[src/sas_defines.vh]
// Purpose: Shared constants of the stream alarm supervisor
// Assumes: Byte offsets on a 32-bit AXI4-Lite register bus
// Notes:   Times are whole seconds, volumes are centilitres
`ifndef SAS_DEFINES_VH
`define SAS_DEFINES_VH

// Register byte offsets
`define SAS_ADDR_ACTION     8'h00
`define SAS_ADDR_LEAK_LIM   8'h04
`define SAS_ADDR_LEAK_PER   8'h08
`define SAS_ADDR_NOPROD_TO  8'h0c
`define SAS_ADDR_PUMP_TO    8'h10
`define SAS_ADDR_HYD_TO     8'h14
`define SAS_ADDR_VALVE_TO   8'h18
`define SAS_ADDR_PULSE_WT   8'h1c
`define SAS_ADDR_ACTIVE     8'h20
`define SAS_ADDR_IRQ_STAT   8'h24
`define SAS_ADDR_IRQ_MASK   8'h28
`define SAS_ADDR_LEAK_ACC   8'h2c

// Alarm indices, two action bits each in the action register
`define SAS_AL_LEAK     0
`define SAS_AL_NOPROD   1
`define SAS_AL_NOPUMP   2
`define SAS_AL_NOHYD    3
`define SAS_AL_VALVE    4
`define SAS_NUM_AL      5

// Action encodings
`define SAS_ACT_OFF     2'h0
`define SAS_ACT_DISP    2'h1
`define SAS_ACT_SHUT    2'h2
`define SAS_ACT_PAUSE   2'h3

// Reset values: valve, hyd, pump, noprod, leak
`define SAS_RST_ACTION  10'h13f
`define SAS_RST_LEAK_LIM 17'h00000
`define SAS_RST_LEAK_PER 7'h05
`define SAS_RST_NOPROD  8'h05
`define SAS_RST_PUMP    8'h0f
`define SAS_RST_HYD     8'h0f
`define SAS_RST_VALVE   8'h0f
`define SAS_RST_PULSE_WT 8'h01

// Ranges
`define SAS_LEAK_LIM_MAX 17'h1863c
`define SAS_LEAK_PER_MIN 7'h01
`define SAS_LEAK_PER_MAX 7'h63
`define SAS_TO_MIN      8'h01

// Timing: one second tick from the system clock
`define SAS_SECOND_NS   1000000000
`define SAS_CLK_NS      4

// AXI responses
`define SAS_RESP_OKAY   2'h0
`define SAS_RESP_SLVERR 2'h2

`endif

[src/sas_timeout.v]
// Purpose: Seconds timeout for one awaited pulse or feedback
// Assumes: tick is a one-cycle pulse once per second
// Notes:   Fires once, re-arms only after a restart
`timescale 1ns/1ps
module sas_timeout #(
  parameter W = 8
) (
  input  wire         clk_sys,
  input  wire         sys_rst,
  input  wire         tick,
  input  wire         active,
  input  wire         arrive,
  input  wire [W-1:0] limit,
  output reg          expired
);

  reg [W-1:0] cnt_r;
  reg         fired_r;

  always @(posedge clk_sys) begin
    if (sys_rst) begin
      cnt_r   <= {W{1'b0}};
      fired_r <= 1'b0;
      expired <= 1'b0;
    end else begin
      expired <= 1'b0;
      if (!active || arrive) begin
        cnt_r   <= {W{1'b0}};
        fired_r <= 1'b0;
      end else if (tick && !fired_r) begin
        cnt_r <= cnt_r + {{(W-1){1'b0}}, 1'b1};
        if (cnt_r + {{(W-1){1'b0}}, 1'b1} >= limit) begin
          expired <= 1'b1;
          fired_r <= 1'b1;
        end
      end
    end
  end

endmodule // sas_timeout

[src/sas_supervisor.v]
// Purpose: Per-stream alarm supervisor with AXI4-Lite registers
// Assumes: Inputs synchronous to clk_sys, meterPulse one cycle wide
// Notes:   Latched alarms clear by write-one to the active register
//
// The address map and the AXI4-Lite slave port were chosen for this implementation.
`timescale 1ns/1ps
`include "sas_defines.vh"
module sas_supervisor #(
  parameter TICK_CYCLES = `SAS_SECOND_NS / `SAS_CLK_NS,
  parameter TW          = 8,
  parameter VW          = 17
) (
  input  wire        clk_sys,
  input  wire        sys_rst,
  // Field signals
  input  wire        meterPulse,
  input  wire        streamIdle,
  input  wire        streamPermit,
  input  wire        pumpCmd,
  input  wire        pumpFb,
  input  wire        hydCmd,
  input  wire        hydFb,
  input  wire        valveCmd,
  input  wire        valveFb,
  output reg         alarmInd,
  output reg         alarmShut,
  output reg         batchStop,
  output reg         batchPause,
  output reg         irq,
  // AXI4-Lite slave
  input  wire [7:0]  s_axi_awaddr,
  input  wire        s_axi_awvalid,
  output reg         s_axi_awready,
  input  wire [31:0] s_axi_wdata,
  input  wire [3:0]  s_axi_wstrb,
  input  wire        s_axi_wvalid,
  output reg         s_axi_wready,
  output reg  [1:0]  s_axi_bresp,
  output reg         s_axi_bvalid,
  input  wire        s_axi_bready,
  input  wire [7:0]  s_axi_araddr,
  input  wire        s_axi_arvalid,
  output reg         s_axi_arready,
  output reg  [31:0] s_axi_rdata,
  output reg  [1:0]  s_axi_rresp,
  output reg         s_axi_rvalid,
  input  wire        s_axi_rready
);

  localparam NA = `SAS_NUM_AL;

  // Byte-lane merge of a write into a register image
  function [31:0] merge;
    input [31:0] old;
    input [31:0] data;
    input [3:0]  strb;
    integer i;
    begin
      merge = old;
      for (i = 0; i < 4; i = i + 1)
        if (strb[i])
          merge[i*8 +: 8] = data[i*8 +: 8];
    end
  endfunction

  // Timeout settings stay at least one second
  function [7:0] clampTo;
    input [7:0] v;
    begin
      clampTo = (v < `SAS_TO_MIN) ? `SAS_TO_MIN : v;
    end
  endfunction

  // Configuration
  reg [2*NA-1:0] action_r;
  reg [VW-1:0]   leakLim_r;
  reg [6:0]      leakPer_r;
  reg [TW-1:0]   noProdTo_r;
  reg [TW-1:0]   pumpTo_r;
  reg [TW-1:0]   hydTo_r;
  reg [TW-1:0]   valveTo_r;
  reg [7:0]      pulseWt_r;
  reg [NA-1:0]   irqMask_r;

  // State
  reg [NA-1:0]   active_r;
  reg [NA-1:0]   irqStat_r;
  reg [31:0]     tickCnt_r;
  reg            tick_r;
  reg [6:0]      leakSec_r;
  reg [VW-1:0]   leakAcc_r;
  reg            leakFired_r;
  reg            leakEvt_r;

  // AXI state
  reg            awHeld_r;
  reg            wHeld_r;
  reg [7:0]      awAddr_r;
  reg [31:0]     wData_r;
  reg [3:0]      wStrb_r;

  wire [NA-1:0]  timeoutEvt;
  wire [NA-1:0]  rawEvt;
  reg  [NA-1:0]  evt;
  reg  [NA-1:0]  ackClr;
  reg            statRdClr;
  wire           doWrite;
  wire           doRead;
  integer        k;
  integer        m;
  wire [31:0]    actWr;
  wire [31:0]    limWr;

  // Seconds tick; counting TICK_CYCLES includes the wrap cycle
  always @(posedge clk_sys) begin
    if (sys_rst) begin
      tickCnt_r <= 32'h0000_0000;
      tick_r    <= 1'b0;
    end else if (tickCnt_r >= TICK_CYCLES - 1) begin
      tickCnt_r <= 32'h0000_0000;
      tick_r    <= 1'b1;
    end else begin
      tickCnt_r <= tickCnt_r + 32'h0000_0001;
      tick_r    <= 1'b0;
    end
  end

  sas_timeout #(.W(TW)) uNoProd (
    .clk_sys (clk_sys),
    .sys_rst (sys_rst),
    .tick    (tick_r),
    .active  (streamPermit),
    .arrive  (meterPulse),
    .limit   (noProdTo_r),
    .expired (timeoutEvt[`SAS_AL_NOPROD])
  );

  sas_timeout #(.W(TW)) uPump (
    .clk_sys (clk_sys),
    .sys_rst (sys_rst),
    .tick    (tick_r),
    .active  (pumpCmd),
    .arrive  (pumpFb),
    .limit   (pumpTo_r),
    .expired (timeoutEvt[`SAS_AL_NOPUMP])
  );

  sas_timeout #(.W(TW)) uHyd (
    .clk_sys (clk_sys),
    .sys_rst (sys_rst),
    .tick    (tick_r),
    .active  (hydCmd),
    .arrive  (hydFb),
    .limit   (hydTo_r),
    .expired (timeoutEvt[`SAS_AL_NOHYD])
  );

  sas_timeout #(.W(TW)) uValve (
    .clk_sys (clk_sys),
    .sys_rst (sys_rst),
    .tick    (tick_r),
    .active  (valveCmd),
    .arrive  (valveFb),
    .limit   (valveTo_r),
    .expired (timeoutEvt[`SAS_AL_VALVE])
  );

  assign timeoutEvt[`SAS_AL_LEAK] = 1'b0;
  assign rawEvt = timeoutEvt | {{(NA-1){1'b0}}, leakEvt_r};

  // Leak detector; saturates so a huge leak cannot wrap below limit
  always @(posedge clk_sys) begin
    if (sys_rst) begin
      leakSec_r   <= 7'h00;
      leakAcc_r   <= {VW{1'b0}};
      leakFired_r <= 1'b0;
      leakEvt_r   <= 1'b0;
    end else begin
      leakEvt_r <= 1'b0;
      if (!streamIdle) begin
        leakSec_r   <= 7'h00;
        leakAcc_r   <= {VW{1'b0}};
        leakFired_r <= 1'b0;
      end else if (tick_r && (leakSec_r + 7'h01 >= leakPer_r)) begin
        leakSec_r   <= 7'h00;
        leakAcc_r   <= {VW{1'b0}};
        leakFired_r <= 1'b0;
      end else begin
        if (tick_r)
          leakSec_r <= leakSec_r + 7'h01;
        if (meterPulse) begin
          if ({1'b0, leakAcc_r} + {{(VW-7){1'b0}}, pulseWt_r}
              > {1'b0, {VW{1'b1}}})
            leakAcc_r <= {VW{1'b1}};
          else
            leakAcc_r <= leakAcc_r + {{(VW-8){1'b0}}, pulseWt_r};
        end
        if (leakAcc_r > leakLim_r && !leakFired_r) begin
          leakEvt_r   <= 1'b1;
          leakFired_r <= 1'b1;
        end
      end
    end
  end

  always @* begin
    for (k = 0; k < NA; k = k + 1)
      evt[k] = rawEvt[k] && (action_r[2*k +: 2] != `SAS_ACT_OFF);
  end

  // Alarm latches and outputs; a new event wins over its clear
  always @(posedge clk_sys) begin
    if (sys_rst) begin
      active_r   <= {NA{1'b0}};
      alarmInd   <= 1'b0;
      alarmShut  <= 1'b0;
      batchStop  <= 1'b0;
      batchPause <= 1'b0;
    end else begin
      active_r <= (active_r & ~ackClr) | evt;
      alarmInd   <= 1'b0;
      alarmShut  <= 1'b0;
      batchStop  <= 1'b0;
      batchPause <= 1'b0;
      for (m = 0; m < NA; m = m + 1) begin
        if (active_r[m]) begin
          if (action_r[2*m +: 2] != `SAS_ACT_OFF)
            alarmInd <= 1'b1;
          if (action_r[2*m +: 2] == `SAS_ACT_SHUT) begin
            alarmShut <= 1'b1;
            batchStop <= 1'b1;
          end
          if (action_r[2*m +: 2] == `SAS_ACT_PAUSE) begin
            alarmShut  <= 1'b1;
            batchPause <= 1'b1;
          end
        end
      end
    end
  end

  // Interrupt status, cleared by reading it
  always @(posedge clk_sys) begin
    if (sys_rst) begin
      irqStat_r <= {NA{1'b0}};
      irq       <= 1'b0;
    end else begin
      irqStat_r <= (statRdClr ? {NA{1'b0}} : irqStat_r) | evt;
      irq       <= |(((statRdClr ? {NA{1'b0}} : irqStat_r) | evt)
                     & irqMask_r);
    end
  end

  // AXI write channel
  assign doWrite = awHeld_r && wHeld_r && !s_axi_bvalid;

  always @* begin
    ackClr = {NA{1'b0}};
    if (doWrite && awAddr_r == `SAS_ADDR_ACTIVE && wStrb_r[0])
      ackClr = wData_r[NA-1:0];
  end

  always @(posedge clk_sys) begin
    if (sys_rst) begin
      s_axi_awready <= 1'b1;
      s_axi_wready  <= 1'b1;
      s_axi_bvalid  <= 1'b0;
      s_axi_bresp   <= `SAS_RESP_OKAY;
      awHeld_r      <= 1'b0;
      wHeld_r       <= 1'b0;
      awAddr_r      <= 8'h00;
      wData_r       <= 32'h0000_0000;
      wStrb_r       <= 4'h0;
    end else begin
      if (s_axi_awvalid && s_axi_awready) begin
        awAddr_r      <= s_axi_awaddr;
        awHeld_r      <= 1'b1;
        s_axi_awready <= 1'b0;
      end
      if (s_axi_wvalid && s_axi_wready) begin
        wData_r      <= s_axi_wdata;
        wStrb_r      <= s_axi_wstrb;
        wHeld_r      <= 1'b1;
        s_axi_wready <= 1'b0;
      end
      if (doWrite) begin
        awHeld_r     <= 1'b0;
        wHeld_r      <= 1'b0;
        s_axi_bvalid <= 1'b1;
        if (awAddr_r[1:0] != 2'h0 || awAddr_r > `SAS_ADDR_LEAK_ACC)
          s_axi_bresp <= `SAS_RESP_SLVERR;
        else
          s_axi_bresp <= `SAS_RESP_OKAY;
      end
      if (s_axi_bvalid && s_axi_bready) begin
        s_axi_bvalid  <= 1'b0;
        s_axi_awready <= 1'b1;
        s_axi_wready  <= 1'b1;
      end
    end
  end

  // Merged write images, cut to register width below
  assign actWr = merge({22'h0, action_r}, wData_r, wStrb_r);
  assign limWr = merge({15'h0, leakLim_r}, wData_r, wStrb_r);

  // Register writes; out-of-range settings clamp to their bounds
  always @(posedge clk_sys) begin
    if (sys_rst) begin
      action_r   <= `SAS_RST_ACTION;
      leakLim_r  <= `SAS_RST_LEAK_LIM;
      leakPer_r  <= `SAS_RST_LEAK_PER;
      noProdTo_r <= `SAS_RST_NOPROD;
      pumpTo_r   <= `SAS_RST_PUMP;
      hydTo_r    <= `SAS_RST_HYD;
      valveTo_r  <= `SAS_RST_VALVE;
      pulseWt_r  <= `SAS_RST_PULSE_WT;
      irqMask_r  <= {NA{1'b0}};
    end else if (doWrite) begin
      if (awAddr_r == `SAS_ADDR_ACTION) begin
        action_r <= actWr[2*NA-1:0];
      end else if (awAddr_r == `SAS_ADDR_LEAK_LIM) begin
        if (limWr > {15'h0, `SAS_LEAK_LIM_MAX})
          leakLim_r <= `SAS_LEAK_LIM_MAX;
        else
          leakLim_r <= limWr[VW-1:0];
      end else if (awAddr_r == `SAS_ADDR_LEAK_PER && wStrb_r[0]) begin
        if (wData_r[7:0] < {1'b0, `SAS_LEAK_PER_MIN})
          leakPer_r <= `SAS_LEAK_PER_MIN;
        else if (wData_r[7:0] > {1'b0, `SAS_LEAK_PER_MAX})
          leakPer_r <= `SAS_LEAK_PER_MAX;
        else
          leakPer_r <= wData_r[6:0];
      end else if (awAddr_r == `SAS_ADDR_NOPROD_TO && wStrb_r[0]) begin
        noProdTo_r <= clampTo(wData_r[7:0]);
      end else if (awAddr_r == `SAS_ADDR_PUMP_TO && wStrb_r[0]) begin
        pumpTo_r <= clampTo(wData_r[7:0]);
      end else if (awAddr_r == `SAS_ADDR_HYD_TO && wStrb_r[0]) begin
        hydTo_r <= clampTo(wData_r[7:0]);
      end else if (awAddr_r == `SAS_ADDR_VALVE_TO && wStrb_r[0]) begin
        valveTo_r <= clampTo(wData_r[7:0]);
      end else if (awAddr_r == `SAS_ADDR_PULSE_WT && wStrb_r[0]) begin
        pulseWt_r <= wData_r[7:0];
      end else if (awAddr_r == `SAS_ADDR_IRQ_MASK && wStrb_r[0]) begin
        irqMask_r <= wData_r[NA-1:0];
      end
    end
  end

  // AXI read channel
  assign doRead = s_axi_arvalid && s_axi_arready;

  always @* begin
    statRdClr = doRead && (s_axi_araddr == `SAS_ADDR_IRQ_STAT);
  end

  always @(posedge clk_sys) begin
    if (sys_rst) begin
      s_axi_arready <= 1'b1;
      s_axi_rvalid  <= 1'b0;
      s_axi_rdata   <= 32'h0000_0000;
      s_axi_rresp   <= `SAS_RESP_OKAY;
    end else begin
      if (doRead) begin
        s_axi_arready <= 1'b0;
        s_axi_rvalid  <= 1'b1;
        s_axi_rresp   <= `SAS_RESP_OKAY;
        s_axi_rdata   <= 32'h0000_0000;
        if (s_axi_araddr == `SAS_ADDR_ACTION)
          s_axi_rdata <= {22'h0, action_r};
        else if (s_axi_araddr == `SAS_ADDR_LEAK_LIM)
          s_axi_rdata <= {15'h0, leakLim_r};
        else if (s_axi_araddr == `SAS_ADDR_LEAK_PER)
          s_axi_rdata <= {25'h0, leakPer_r};
        else if (s_axi_araddr == `SAS_ADDR_NOPROD_TO)
          s_axi_rdata <= {24'h0, noProdTo_r};
        else if (s_axi_araddr == `SAS_ADDR_PUMP_TO)
          s_axi_rdata <= {24'h0, pumpTo_r};
        else if (s_axi_araddr == `SAS_ADDR_HYD_TO)
          s_axi_rdata <= {24'h0, hydTo_r};
        else if (s_axi_araddr == `SAS_ADDR_VALVE_TO)
          s_axi_rdata <= {24'h0, valveTo_r};
        else if (s_axi_araddr == `SAS_ADDR_PULSE_WT)
          s_axi_rdata <= {24'h0, pulseWt_r};
        else if (s_axi_araddr == `SAS_ADDR_ACTIVE)
          s_axi_rdata <= {27'h0, active_r};
        else if (s_axi_araddr == `SAS_ADDR_IRQ_STAT)
          s_axi_rdata <= {27'h0, irqStat_r};
        else if (s_axi_araddr == `SAS_ADDR_IRQ_MASK)
          s_axi_rdata <= {27'h0, irqMask_r};
        else if (s_axi_araddr == `SAS_ADDR_LEAK_ACC)
          s_axi_rdata <= {15'h0, leakAcc_r};
        else
          s_axi_rresp <= `SAS_RESP_SLVERR;
      end
      if (s_axi_rvalid && s_axi_rready) begin
        s_axi_rvalid  <= 1'b0;
        s_axi_arready <= 1'b1;
      end
    end
  end

endmodule // sas_supervisor

[config.mk]
export PLATFORM = sky130hd
export DESIGN_NAME = sas_supervisor
export DESIGN_NICKNAME = d
export VERILOG_FILES = /design/src/sas_timeout.v /design/src/sas_supervisor.v
export VERILOG_INCLUDE_DIRS = /design/src
export SDC_FILE = /design/constraint.sdc
export NUM_CORES = 1
export LEC_CHECK = 0
export ABC_AREA = 1
export BUFFER_PORTS_ARGS = -buffer_cell sky130_fd_sc_hd__buf_2
export CAP_MARGIN = 15
export CORE_AREA = 2 2 244 246
export DETAILED_ROUTE_END_ITERATION = 10
export DIE_AREA = 0 0 246 248
export MAX_ROUTING_LAYER = met4
export SETUP_SLACK_MARGIN = 0.2
export SYNTH_ARGS = -nofsm -noshare
export SYNTH_HDL_FRONTEND = slang
export SYNTH_SLANG_ARGS = --single-unit
[constraint.sdc]
create_clock -name clk_sys -period 3.8 [get_ports clk_sys]
set_clock_uncertainty 0.05 [all_clocks]
set_input_delay 0.38 -clock clk_sys [delete_from_list [all_inputs] [get_ports clk_sys]]
set_output_delay 0.38 -clock clk_sys [all_outputs]
set_load 0.005 [all_outputs]
# [Yosys cells after proc, flatten, opt, wreduce, memory -nomap -nowiden]
# Index checks and enable logic that the tools add are counted.
[classes] n_bitwise=19 eq_ne=30 n_reduce_logical=79 muxes=90 add_sub_neg=8 order_cmp=12
[op_table] operator="2-to-1 mux 17 bit" n=14
[op_table] operator="== test 8 x 5 -> 1 bit (second input constant)" n=8
[op_table] operator="2-to-1 mux 1 bit" n=54
[op_table] operator="== test 8 x 6 -> 1 bit (second input constant)" n=6
[op_table] operator="2-to-1 mux 8 bit" n=5
[op_table] operator="adder 32 x 1 -> 32 bit (second input constant)" n=1
[op_table] operator="adder 8 x 1 -> 8 bit (second input constant)" n=4
[op_table] operator="== test 8 x 4 -> 1 bit (second input constant)" n=4
[op_table] operator=">= comparator 32 x 28 -> 1 bit (second input constant)" n=1
[op_table] operator=">= comparator 8 bit" n=4
[op_table] operator="greater-than comparator 32 x 17 -> 1 bit (second input constant)" n=1
[op_table] operator="logical AND 1 bit" n=28
[op_table] operator="2-to-1 mux 2 bit" n=13
[op_table] operator="== test 2 bit (second input constant)" n=10
[op_table] operator="adder 17 x 8 -> 18 bit" n=1
[op_table] operator="greater-than comparator 18 x 17 -> 1 bit (second input constant)" n=1
[op_table] operator="adder 17 x 8 -> 17 bit" n=1
[op_table] operator="greater-than comparator 17 bit" n=1
[op_table] operator="== test 8 x 3 -> 1 bit (second input constant)" n=2
[op_table] operator="logical NOT 8 bit" n=2
[op_table] operator="OR reduction 2 bit" n=8
[op_table] operator="OR reduction 3 bit" n=5
[op_table] operator="2-to-1 mux 7 bit" n=2
[op_table] operator="NOT 1 bit" n=13
[op_table] operator="other kinds (23)" n=49
[totals] elab_cells=286 in_bits=68 output_inout_bits=46 regBits=280

# [Logic depth before layout (Yosys ltp)]
# Gate-level depths: netlist of the first run.
[logic_depth] word_depth=17 mapped_depth=14

# [By module]
# From an unflattened synthesis of the first run, not the netlist that was laid out.
[hier_totals] hier_cells=1975 area_unflattened_um2=14122.3
[modules_own_cells] mod="sas_supervisor" instances=1 area_each_um2=11239.5 seq_area_each_um2=4464.3 cells_each=1559
[modules_own_cells] mod="sas_timeout" instances=4 area_each_um2=720.7 seq_area_each_um2=200.2 cells_each=104

# [Worst setup path after synthesis of the first run]
# No wires, ideal clock.
[synth_timing] kind="register -> register" start="register leakSec_r[0]" end="register leakSec_r[3]" path_slack_ps=1571 required_ps=3664 synth_period_minus_slack_ps=2229 arrival_ps=2093 setup_ps=86 stages_incl_launch_ff=14 path_cell_list="dfxtp_1 -> ha_1 -> nand3_1 -> nor3_1 -> xor2_1 -> ha_1 -> nand2_1 -> inv_1 -> nand4_1 -> o2111ai_1 -> nand2_1 -> nand3_1 -> buf_1 -> a211oi_1"
[synth_via] elab_chain_cells=4
[synth_lines] item="start, declared" line="sas_supervisor.v:90" rtl="reg [6:0] leakSec_r;"
[synth_lines] item="start signal, assigned" line="sas_supervisor.v:190" rtl="leakSec_r <= leakSec_r + 7'h01;"
[synth_lines] item="adder 7 x 1 -> 7 bit (*)" line="sas_supervisor.v:184, sas_supervisor.v:190"
[synth_lines] item=">= comparator 7 bit" line="sas_supervisor.v:184" rtl="end else if (tick_r && (leakSec_r + 7'h01 >= leakPer_r)) begin"
[synth_lines] item="logical AND 1 bit" line="sas_supervisor.v:184"
[synth_lines] item="OR reduction 3 bit (no line)"
# Every way passes the cells marked *; elsewhere a longest branch is shown, timed or not.
# A chain may end at the register's enable or synchronous reset.

# [Worst setup path after layout of the first run]
[layout_timing] start="register leakSec_r[0]" end="register leakFired_r"
[layout_via] elab_chain_cells=4
[layout_lines] item="adder 7 x 1 -> 7 bit" line="sas_supervisor.v:184"
[layout_lines] item=">= comparator 7 bit" line="sas_supervisor.v:184"
[layout_lines] item="logical AND 1 bit" line="sas_supervisor.v:184"
[layout_lines] item="OR reduction 3 bit (no line)"
[layout_lines] item="end signal, assigned" line="sas_supervisor.v:183" rtl="leakFired_r <= 1'b0;"
[layout_lines] item="end signal, assigned" line="sas_supervisor.v:187" rtl="leakFired_r <= 1'b0;"
[layout_lines] item="end signal, assigned" line="sas_supervisor.v:200" rtl="leakFired_r <= 1'b1;"
[layout_lines] item="end, declared" line="sas_supervisor.v:92" rtl="reg leakFired_r;"
# Every way passes these cells.

==> impl_metrics.json, run 1 <==
{
  "status": "complete, no violations",
  "final.min_clock_period_ps": 2510,
  "start_kind": "flip-flop",
  "rr_worst_depth": 15,
  "ant_nets": 0,
  "cp_max_fo": 22,
  "layoutNonFillerInstCount": 2805,
  "yosysWarnings": 0,
  "die_x_um": 246,
  "power_density_nw_per_um2": 415,
  "io_pins": 114,
  "reg2reg_slack_ps": 1290,
  "cts-buffers-inserted": 34,
  "design_area_um2": 16200,
  "wire_per_inst_um": 14.6,
  "cts_resized": 0,
  "fmax_ghz": 0.398,
  "cts_tree": "done",
  "wirelength_um": 40900,
  "fp.dieH_um": 248,
  "htreeDepth": 2,
  "netlist_area_um2": 13800,
  "vias_per_cell": 4.52,
  "post-synth-top-count-cell": "nand2_1",
  "drv_slew": 0,
  "holdWs_ps": 24.8,
  "switching_power_mw": 1.67,
  "rsz0062_at_grt": "false",
  "power_mw": 6.73,
  "dr_total_vias": 12700,
  "clock-root-buffer": "clkbuf_16",
  "area_growth_pct": 17.1,
  "start_util": 0.237,
  "power_leakage_nw": 6.94,
  "yosys.area.top_type": "dfxtp_1",
  "worstMarginPinSlew_ps": 868,
  "drtIter0Drc": 1108,
  "ys_seq_elements": 263,
  "setup_violations": 0,
  "dr.pass1.iters": 5,
  "clock_latency_ps": 540,
  "ys_async_sr_fraction": 0,
  "fp-row-count": 89,
  "grt_usage": 0.138,
  "ir_drop_uv": 236,
  "placed_cells": 2741,
  "synth_top_area_share": 0.380,
  "p_seq_frac": 0.431,
  "cts.sinks": 263,
  "clk_pin_slew_ps": 60,
  "grt_pass1_wl_um": 64300,
  "synth_cell_types": 51,
  "drc_errors": 0,
  "finalCritPeriodShare": 0.661,
  "synthCells": 1919,
  "drive_above_1_share": 0.105,
  "clockBufferDepth": 3,
  "hold_viol_final": 0,
  "cp_data_required_time_ps": 4180,
  "synth_edf_count": 0,
  "min_path_cells": 3,
  "grt_max_degree": 60,
  "coreArea_um2": 58500,
  "yosys-top-cells-count": "nand2_1 (320), dfxtp_1 (263), inv_1 (249)",
  "cts_setup_buffers": 0,
  "dp_hpwl_um": 31000,
  "r2r_start": "leakSec_r[0]$_SDFFE_PP0P_",
  "grt_overflow_total": 0,
  "share_comb_of_total_power": 0.070,
  "hold_class": "in2reg",
  "fin_nets": 2143,
  "relSlewSlack": 0.419,
  "first_global_vias": 11700,
  "place.gp.congestion": 0.929,
  "synthFlopType": "dfxtp_1",
  "cts_hold_buf": 0,
  "antenna_found_initial": 3,
  "p_clk_frac": 0.499,
  "worst_setup_path_end_kind": "flip-flop",
  "p_sw_frac": 0.248,
  "yosysSeqAreaShare": 0.380,
  "avgSynthCellArea_um2": 7.21,
  "r2r_end": "leakFired_r$_SDFFE_PP0P_",
  "portBuffers": 96,
  "cp.arrival_ps": 2890,
  "hold_end": "s_axi_arready$_SDFFE_PP1P_",
  "place_area_um2": 15000,
  "cap_violations": 0,
  "synthTopCellsByArea": "dfxtp_1 (38%), nand2_1 (8.7%), a21oi_1 (6.9%)",
  "tns_ps": 0,
  "dieArea_um2": 61000,
  "min-delay-start": "s_axi_rready",
  "setup.worst_path.class": "reg2reg",
  "p_int_mw": 5.06
}
==> cell type report <==
cell class | count | area [um2]
inverters | 260 | 976
multi-input cells | 1338 | 7260
flip-flops and latches | 263 | 5270
repair buffers | 107 | 563
clock inverters | 11 | 143
clock buffers | 50 | 1020
diodes | 3 | 7.51
well taps | 773 | 967
fillers | 6451 | 42300
==> state kept, by name (all words and copies together), names as in the netlist, 4 cells and up <==
| signal | flops |
|---|---|
| leakSec_r | 7 |
| tickCnt_r | 32 |
| pumpTo_r | 8 |
| uPump.cnt_r | 8 |
| uNoProd.cnt_r | 8 |
| valveTo_r | 8 |
| wData_r | 32 |
| irqStat_r | 5 |
| awAddr_r | 8 |
| hydTo_r | 8 |
| uValve.cnt_r | 8 |
| active_r | 5 |
| noProdTo_r | 8 |
| leakPer_r | 7 |
| s_axi_rdata | 17 |
| wStrb_r | 4 |
| pulseWt_r | 8 |
| leakLim_r | 17 |
| irqMask_r | 5 |
| action_r | 10 |
| uHyd.cnt_r | 8 |
| leakAcc_r | 17 |
==> layout by cell type (no fill, tap or decap), types with 3 or more instances in the layout <==
master,instances
inv_1,248
o21a_1,6
nor3_4,5
a31oi_1,13
bufinv_16,3
a211oi_1,16
nor2_1,209
nor4_1,13
xor2_1,41
a221oi_1,5
nand3b_1,8
buf_2,96
nand2_1,319
nor2_4,7
xnor2_1,9
ha_1,70
conb_1,21
nor3_1,15
nand3_1,91
clkbuf_1,8
clkbuf_16,37
o22ai_1,14
or2_2,5
nor2_2,6
o211ai_1,25
inv_2,10
diode_2,3
clkinv_2,4
nand2_2,6
clkbuf_8,5
nor3_2,3
a311oi_1,4
nand3_2,5
o2111ai_1,5
a21oi_1,192
nand4_1,27
buf_4,11
dfxtp_1,263
o21ai_0,174
o21ai_1,7
==> logic make-up (layout without fill, tap and decap cells) <==
family	after synthesis	in the layout	synth area share
xor gates and xnor gates	50	50	0.0316
buffers and inverters	338	428	0.101
other	1	24	0.000271
adders and majority gates	71	71	0.0647
and+or+nand+nor	727	727	0.236
AOI/OAI and AO/OA	469	469	0.186
DFF	263	263	0.380
==> stage by stage <==
step	setup WS, ps	util
floorplan	1570	-
global placement	1320	0.257
detailed placement	1280	0.257
CTS	1270	0.277
global route	989	0.277
finish	1290	0.277
==> worst max-delay path by stage <==
stage | from | end
detailed placement | leakSec_r[0]$_SDFFE_PP0P_ | leakFired_r$_SDFFE_PP0P_
finish | leakSec_r[0]$_SDFFE_PP0P_ | leakFired_r$_SDFFE_PP0P_
global placement | leakSec_r[0]$_SDFFE_PP0P_ | leakFired_r$_SDFFE_PP0P_
floorplan | leakSec_r[0]$_SDFFE_PP0P_ | leakSec_r[3]$_SDFFE_PP0P_
CTS | leakSec_r[0]$_SDFFE_PP0P_ | leakFired_r$_SDFFE_PP0P_
global route | leakSec_r[0]$_SDFFE_PP0P_ | leakFired_r$_SDFFE_PP0P_
==> routing by layer <==
metal  up-vias  GRT usage  part of all wire
met5         -          -                 0
met4         0     0.0430             0.026
met3        66     0.0263             0.063
met2       368      0.209              0.43
met1      5745      0.183              0.48
li1       6507          -                 -
==> power by group through the flow <==
stage	logic [mW]	registers (mW)	clock network (mW)
final	0.471	2.90	3.36
after global routing	0.536	2.91	3.54
after CTS	0.473	2.90	3.44
after detailed placement	0.471	2.96	0
after global placement	0.470	2.96	0
after floorplan	0.344	2.93	0
==> critical path, cell delays in order, from the launching register on <==
cell and delay (ps):
dfxtp_1 390, ha_1 210, nand3_1 120, nor3_1 180, xor2_1 120, ha_1 300
nand2_1 70, inv_1 70, nand4_1 70, o2111ai_1 100, nand2_1 70, nand3_1 70
buf_4 270, inv_1 150, nand3_1 110, nand2_1 50
Note: power is estimated with default switching activity, not from simulation.
==> inputs of run 2 (changes only) <==
==> constraint.sdc (replaced) <==
create_clock -name clk_sys -period 2.1 [get_ports clk_sys]
set_clock_uncertainty 0.05 [all_clocks]
set_input_delay 0.21 -clock clk_sys [delete_from_list [all_inputs] [get_ports clk_sys]]
set_output_delay 0.21 -clock clk_sys [all_outputs]
set_load 0.005 [all_outputs]
==> impl_metrics.json, run 2 (synthesis results as in run 1) <==
{
  "final.min_clock_period_ps": 2260,
  "place.gp.congestion": 0.913,
  "fp-row-count": 89,
  "grt_usage": 0.146,
  "grt_overflow_total": 0,
  "drtIter0Drc": 956,
  "dieArea_um2": 61000,
  "drive_above_1_share": 0.196,
  "rr_worst_depth": 13,
  "min_path_cells": 3,
  "power_leakage_nw": 7.85,
  "cp_data_required_time_ps": 2510,
  "dr.pass1.iters": 5,
  "fin_ws_ps": -158,
  "clock-root-buffer": "clkbuf_16",
  "status": "complete, but fails checks",
  "cap_violations": 0,
  "fp.dieH_um": 248,
  "io_pins": 114,
  "cpPeakStageDelay_ps": 360,
  "cts_tree": "done",
  "holdWs_ps": 5.97,
  "coreArea_um2": 58500,
  "finalCritPeriodShare": 1.08,
  "reg_top3": "tickCnt_r x32, wData_r x32",
  "grt_pass1_wl_um": 68300,
  "setup_violations": 26,
  "portBuffers": 96,
  "layout_commonest_cell": "nand2_1",
  "htreeDepth": 2,
  "fin_nets": 2312,
  "ir_drop_uv": 426,
  "worst_setup_path_end_kind": "flip-flop",
  "clock_latency_ps": 550,
  "hold_viol_final": 0,
  "power_density_nw_per_um2": 685,
  "violations": "setup timing",
  "cp_slowest_cell": "dfxtp_4",
  "path_cells": "ha_4, nand3_4, nor3_4, xor2_2, ha_1, nand2_1, inv_1, nand4_1, o2111ai_1, nand2_1, nand3_4, buf_4, a31oi_1",
  "path_buf_inv": 2,
  "reg2reg_slack_ps": -160,
  "worstMarginPinSlew_ps": 560,
  "final_cell_mix": "nand2_1 (311), dfxtp_1 (242), inv_1 (239), nor2_1 (197), a21oi_1 (185)",
  "r2r_end": "leakAcc_r[14]$_SDFFE_PP0P_",
  "antenna_found_initial": 2,
  "hold_class": "in2reg",
  "relSlewSlack": 0.623,
  "wirelength_um": 43700,
  "first_global_vias": 12700,
  "power_mw": 12.5,
  "start_util": 0.237,
  "rsz0062_at_grt": "true",
  "dr_total_vias": 13400,
  "cp.arrival_ps": 2660,
  "drv_slew": 0,
  "setup.worst_path.class": "reg2reg",
  "crit_family": "simple AND/OR/NAND/NOR gates",
  "r2r_start": "leakSec_r[0]$_SDFFE_PP0P_",
  "cts.sinks": 263,
  "start_kind": "flip-flop",
  "hold_end": "uValve.cnt_r[1]$_SDFFE_PP0P_",
  "wire_per_inst_um": 14.7,
  "vias_per_cell": 4.53,
  "grt_max_degree": 63,
  "ant_nets": 0,
  "die_x_um": 246,
  "fmax_ghz": 0.443,
  "clockBufferDepth": 3,
  "cts-buffers-inserted": 34,
  "area_growth_pct": 31.4,
  "clk_pin_slew_ps": 50,
  "dp_hpwl_um": 32400,
  "drc_errors": 0,
  "min-delay-start": "valveCmd",
  "cp_max_fo": 7
}
run 2: cell types whose count changed in the layout (fill, tap and decap cells not counted), sizes merged:
cell | previous run | this run
buf | 107 | 228
dlygate4sd3 | 0 | 47
clkbuf | 50 | 45
clkinv | 8 | 6
inv | 258 | 260
bufinv | 3 | 4
clkinvlp | 2 | 3
diode | 3 | 2
nand2 | 325 | 326
run 2: worst max-delay path by stage:
stage	from	depth (start not counted)	to	slack [ps]
3_5_place_dp	leakSec_r[0]$_SDFFE_PP0P_	13	leakSec_r[3]$_SDFFE_PP0P_	-160
6_report	leakSec_r[0]$_SDFFE_PP0P_	13	leakAcc_r[14]$_SDFFE_PP0P_	-160
3_3_place_gp	leakSec_r[0]$_SDFFE_PP0P_	13	leakSec_r[3]$_SDFFE_PP0P_	-110
4_1_cts	leakSec_r[0]$_SDFFE_PP0P_	14	leakFired_r$_SDFFE_PP0P_	-110
5_1_grt	leakSec_r[0]$_SDFFE_PP0P_	13	leakAcc_r[14]$_SDFFE_PP0P_	-280
2_1_floorplan	leakSec_r[0]$_SDFFE_PP0P_	13	leakSec_r[3]$_SDFFE_PP0P_	80
run 2: through the flow:
stage	instance area, um2	util	worst slack [ps]	cells	TNS [ps]
4_1_cts	17800	0.304	-113	2949	-1750
2_1_floorplan	14000	-	83.2	1939	0
3_5_place_dp	15700	0.269	-164	2821	-2180
6_report	18200	0.311	-158	2970	-2790
5_1_grt	18200	0.311	-281	2970	-6000
3_3_place_gp	15700	0.269	-107	2821	-1380
run 2: worst reg2reg max path, cell delays in order, from the launching register on:
cell and delay (ps):
dfxtp_4 360, ha_4 150, nand3_4 100, nor3_4 170, xor2_2 180, ha_1 280
nand2_1 100, inv_1 50, nand4_1 60, o2111ai_1 110, nand2_1 120, nand3_4 120
buf_4 190, a31oi_1 130
run 2: repair_timing:
| item | CTS | global route |
|---|---|---|
| gates resized for setup | 70 | 73 |
| pin swaps | 36 | 45 |
| hold buffers | 47 | 0 |
| cloned | 0 | 1 |
| endpoints found under the setup margin | 43 | 95 |
| hold endpoints to repair | 47 | 0 |
| buffers inserted | 23 | 18 |
run 2: where the power goes:
| group | internal [mW] | total, mW | switching, mW |
|---|---|---|---|
| clock | 3.75 | 6.08 | 2.33 |
| sequential | 5.11 | 5.21 | 0.0993 |
| combinational | 0.447 | 1.16 | 0.716 |
run 2: final cells by class:
class                           count  area, um2
Fill cell                        6231      40300
Clock inverter                     13        180
Inverter                          260        983
Antenna cell                        2       5.00
Tap cell                          773        967
Sequential cell                   263       5320
Timing Repair Buffer              275       2020
Multi-Input combinational cell   1339       7730
Clock buffer                       45        973
run 2: routing by layer:
metal	routed length [um]	global-route usage
met1	19700	0.183
met2	20700	0.242
met3	2440	0.0236
met4	824	0.0426
met5	0	-
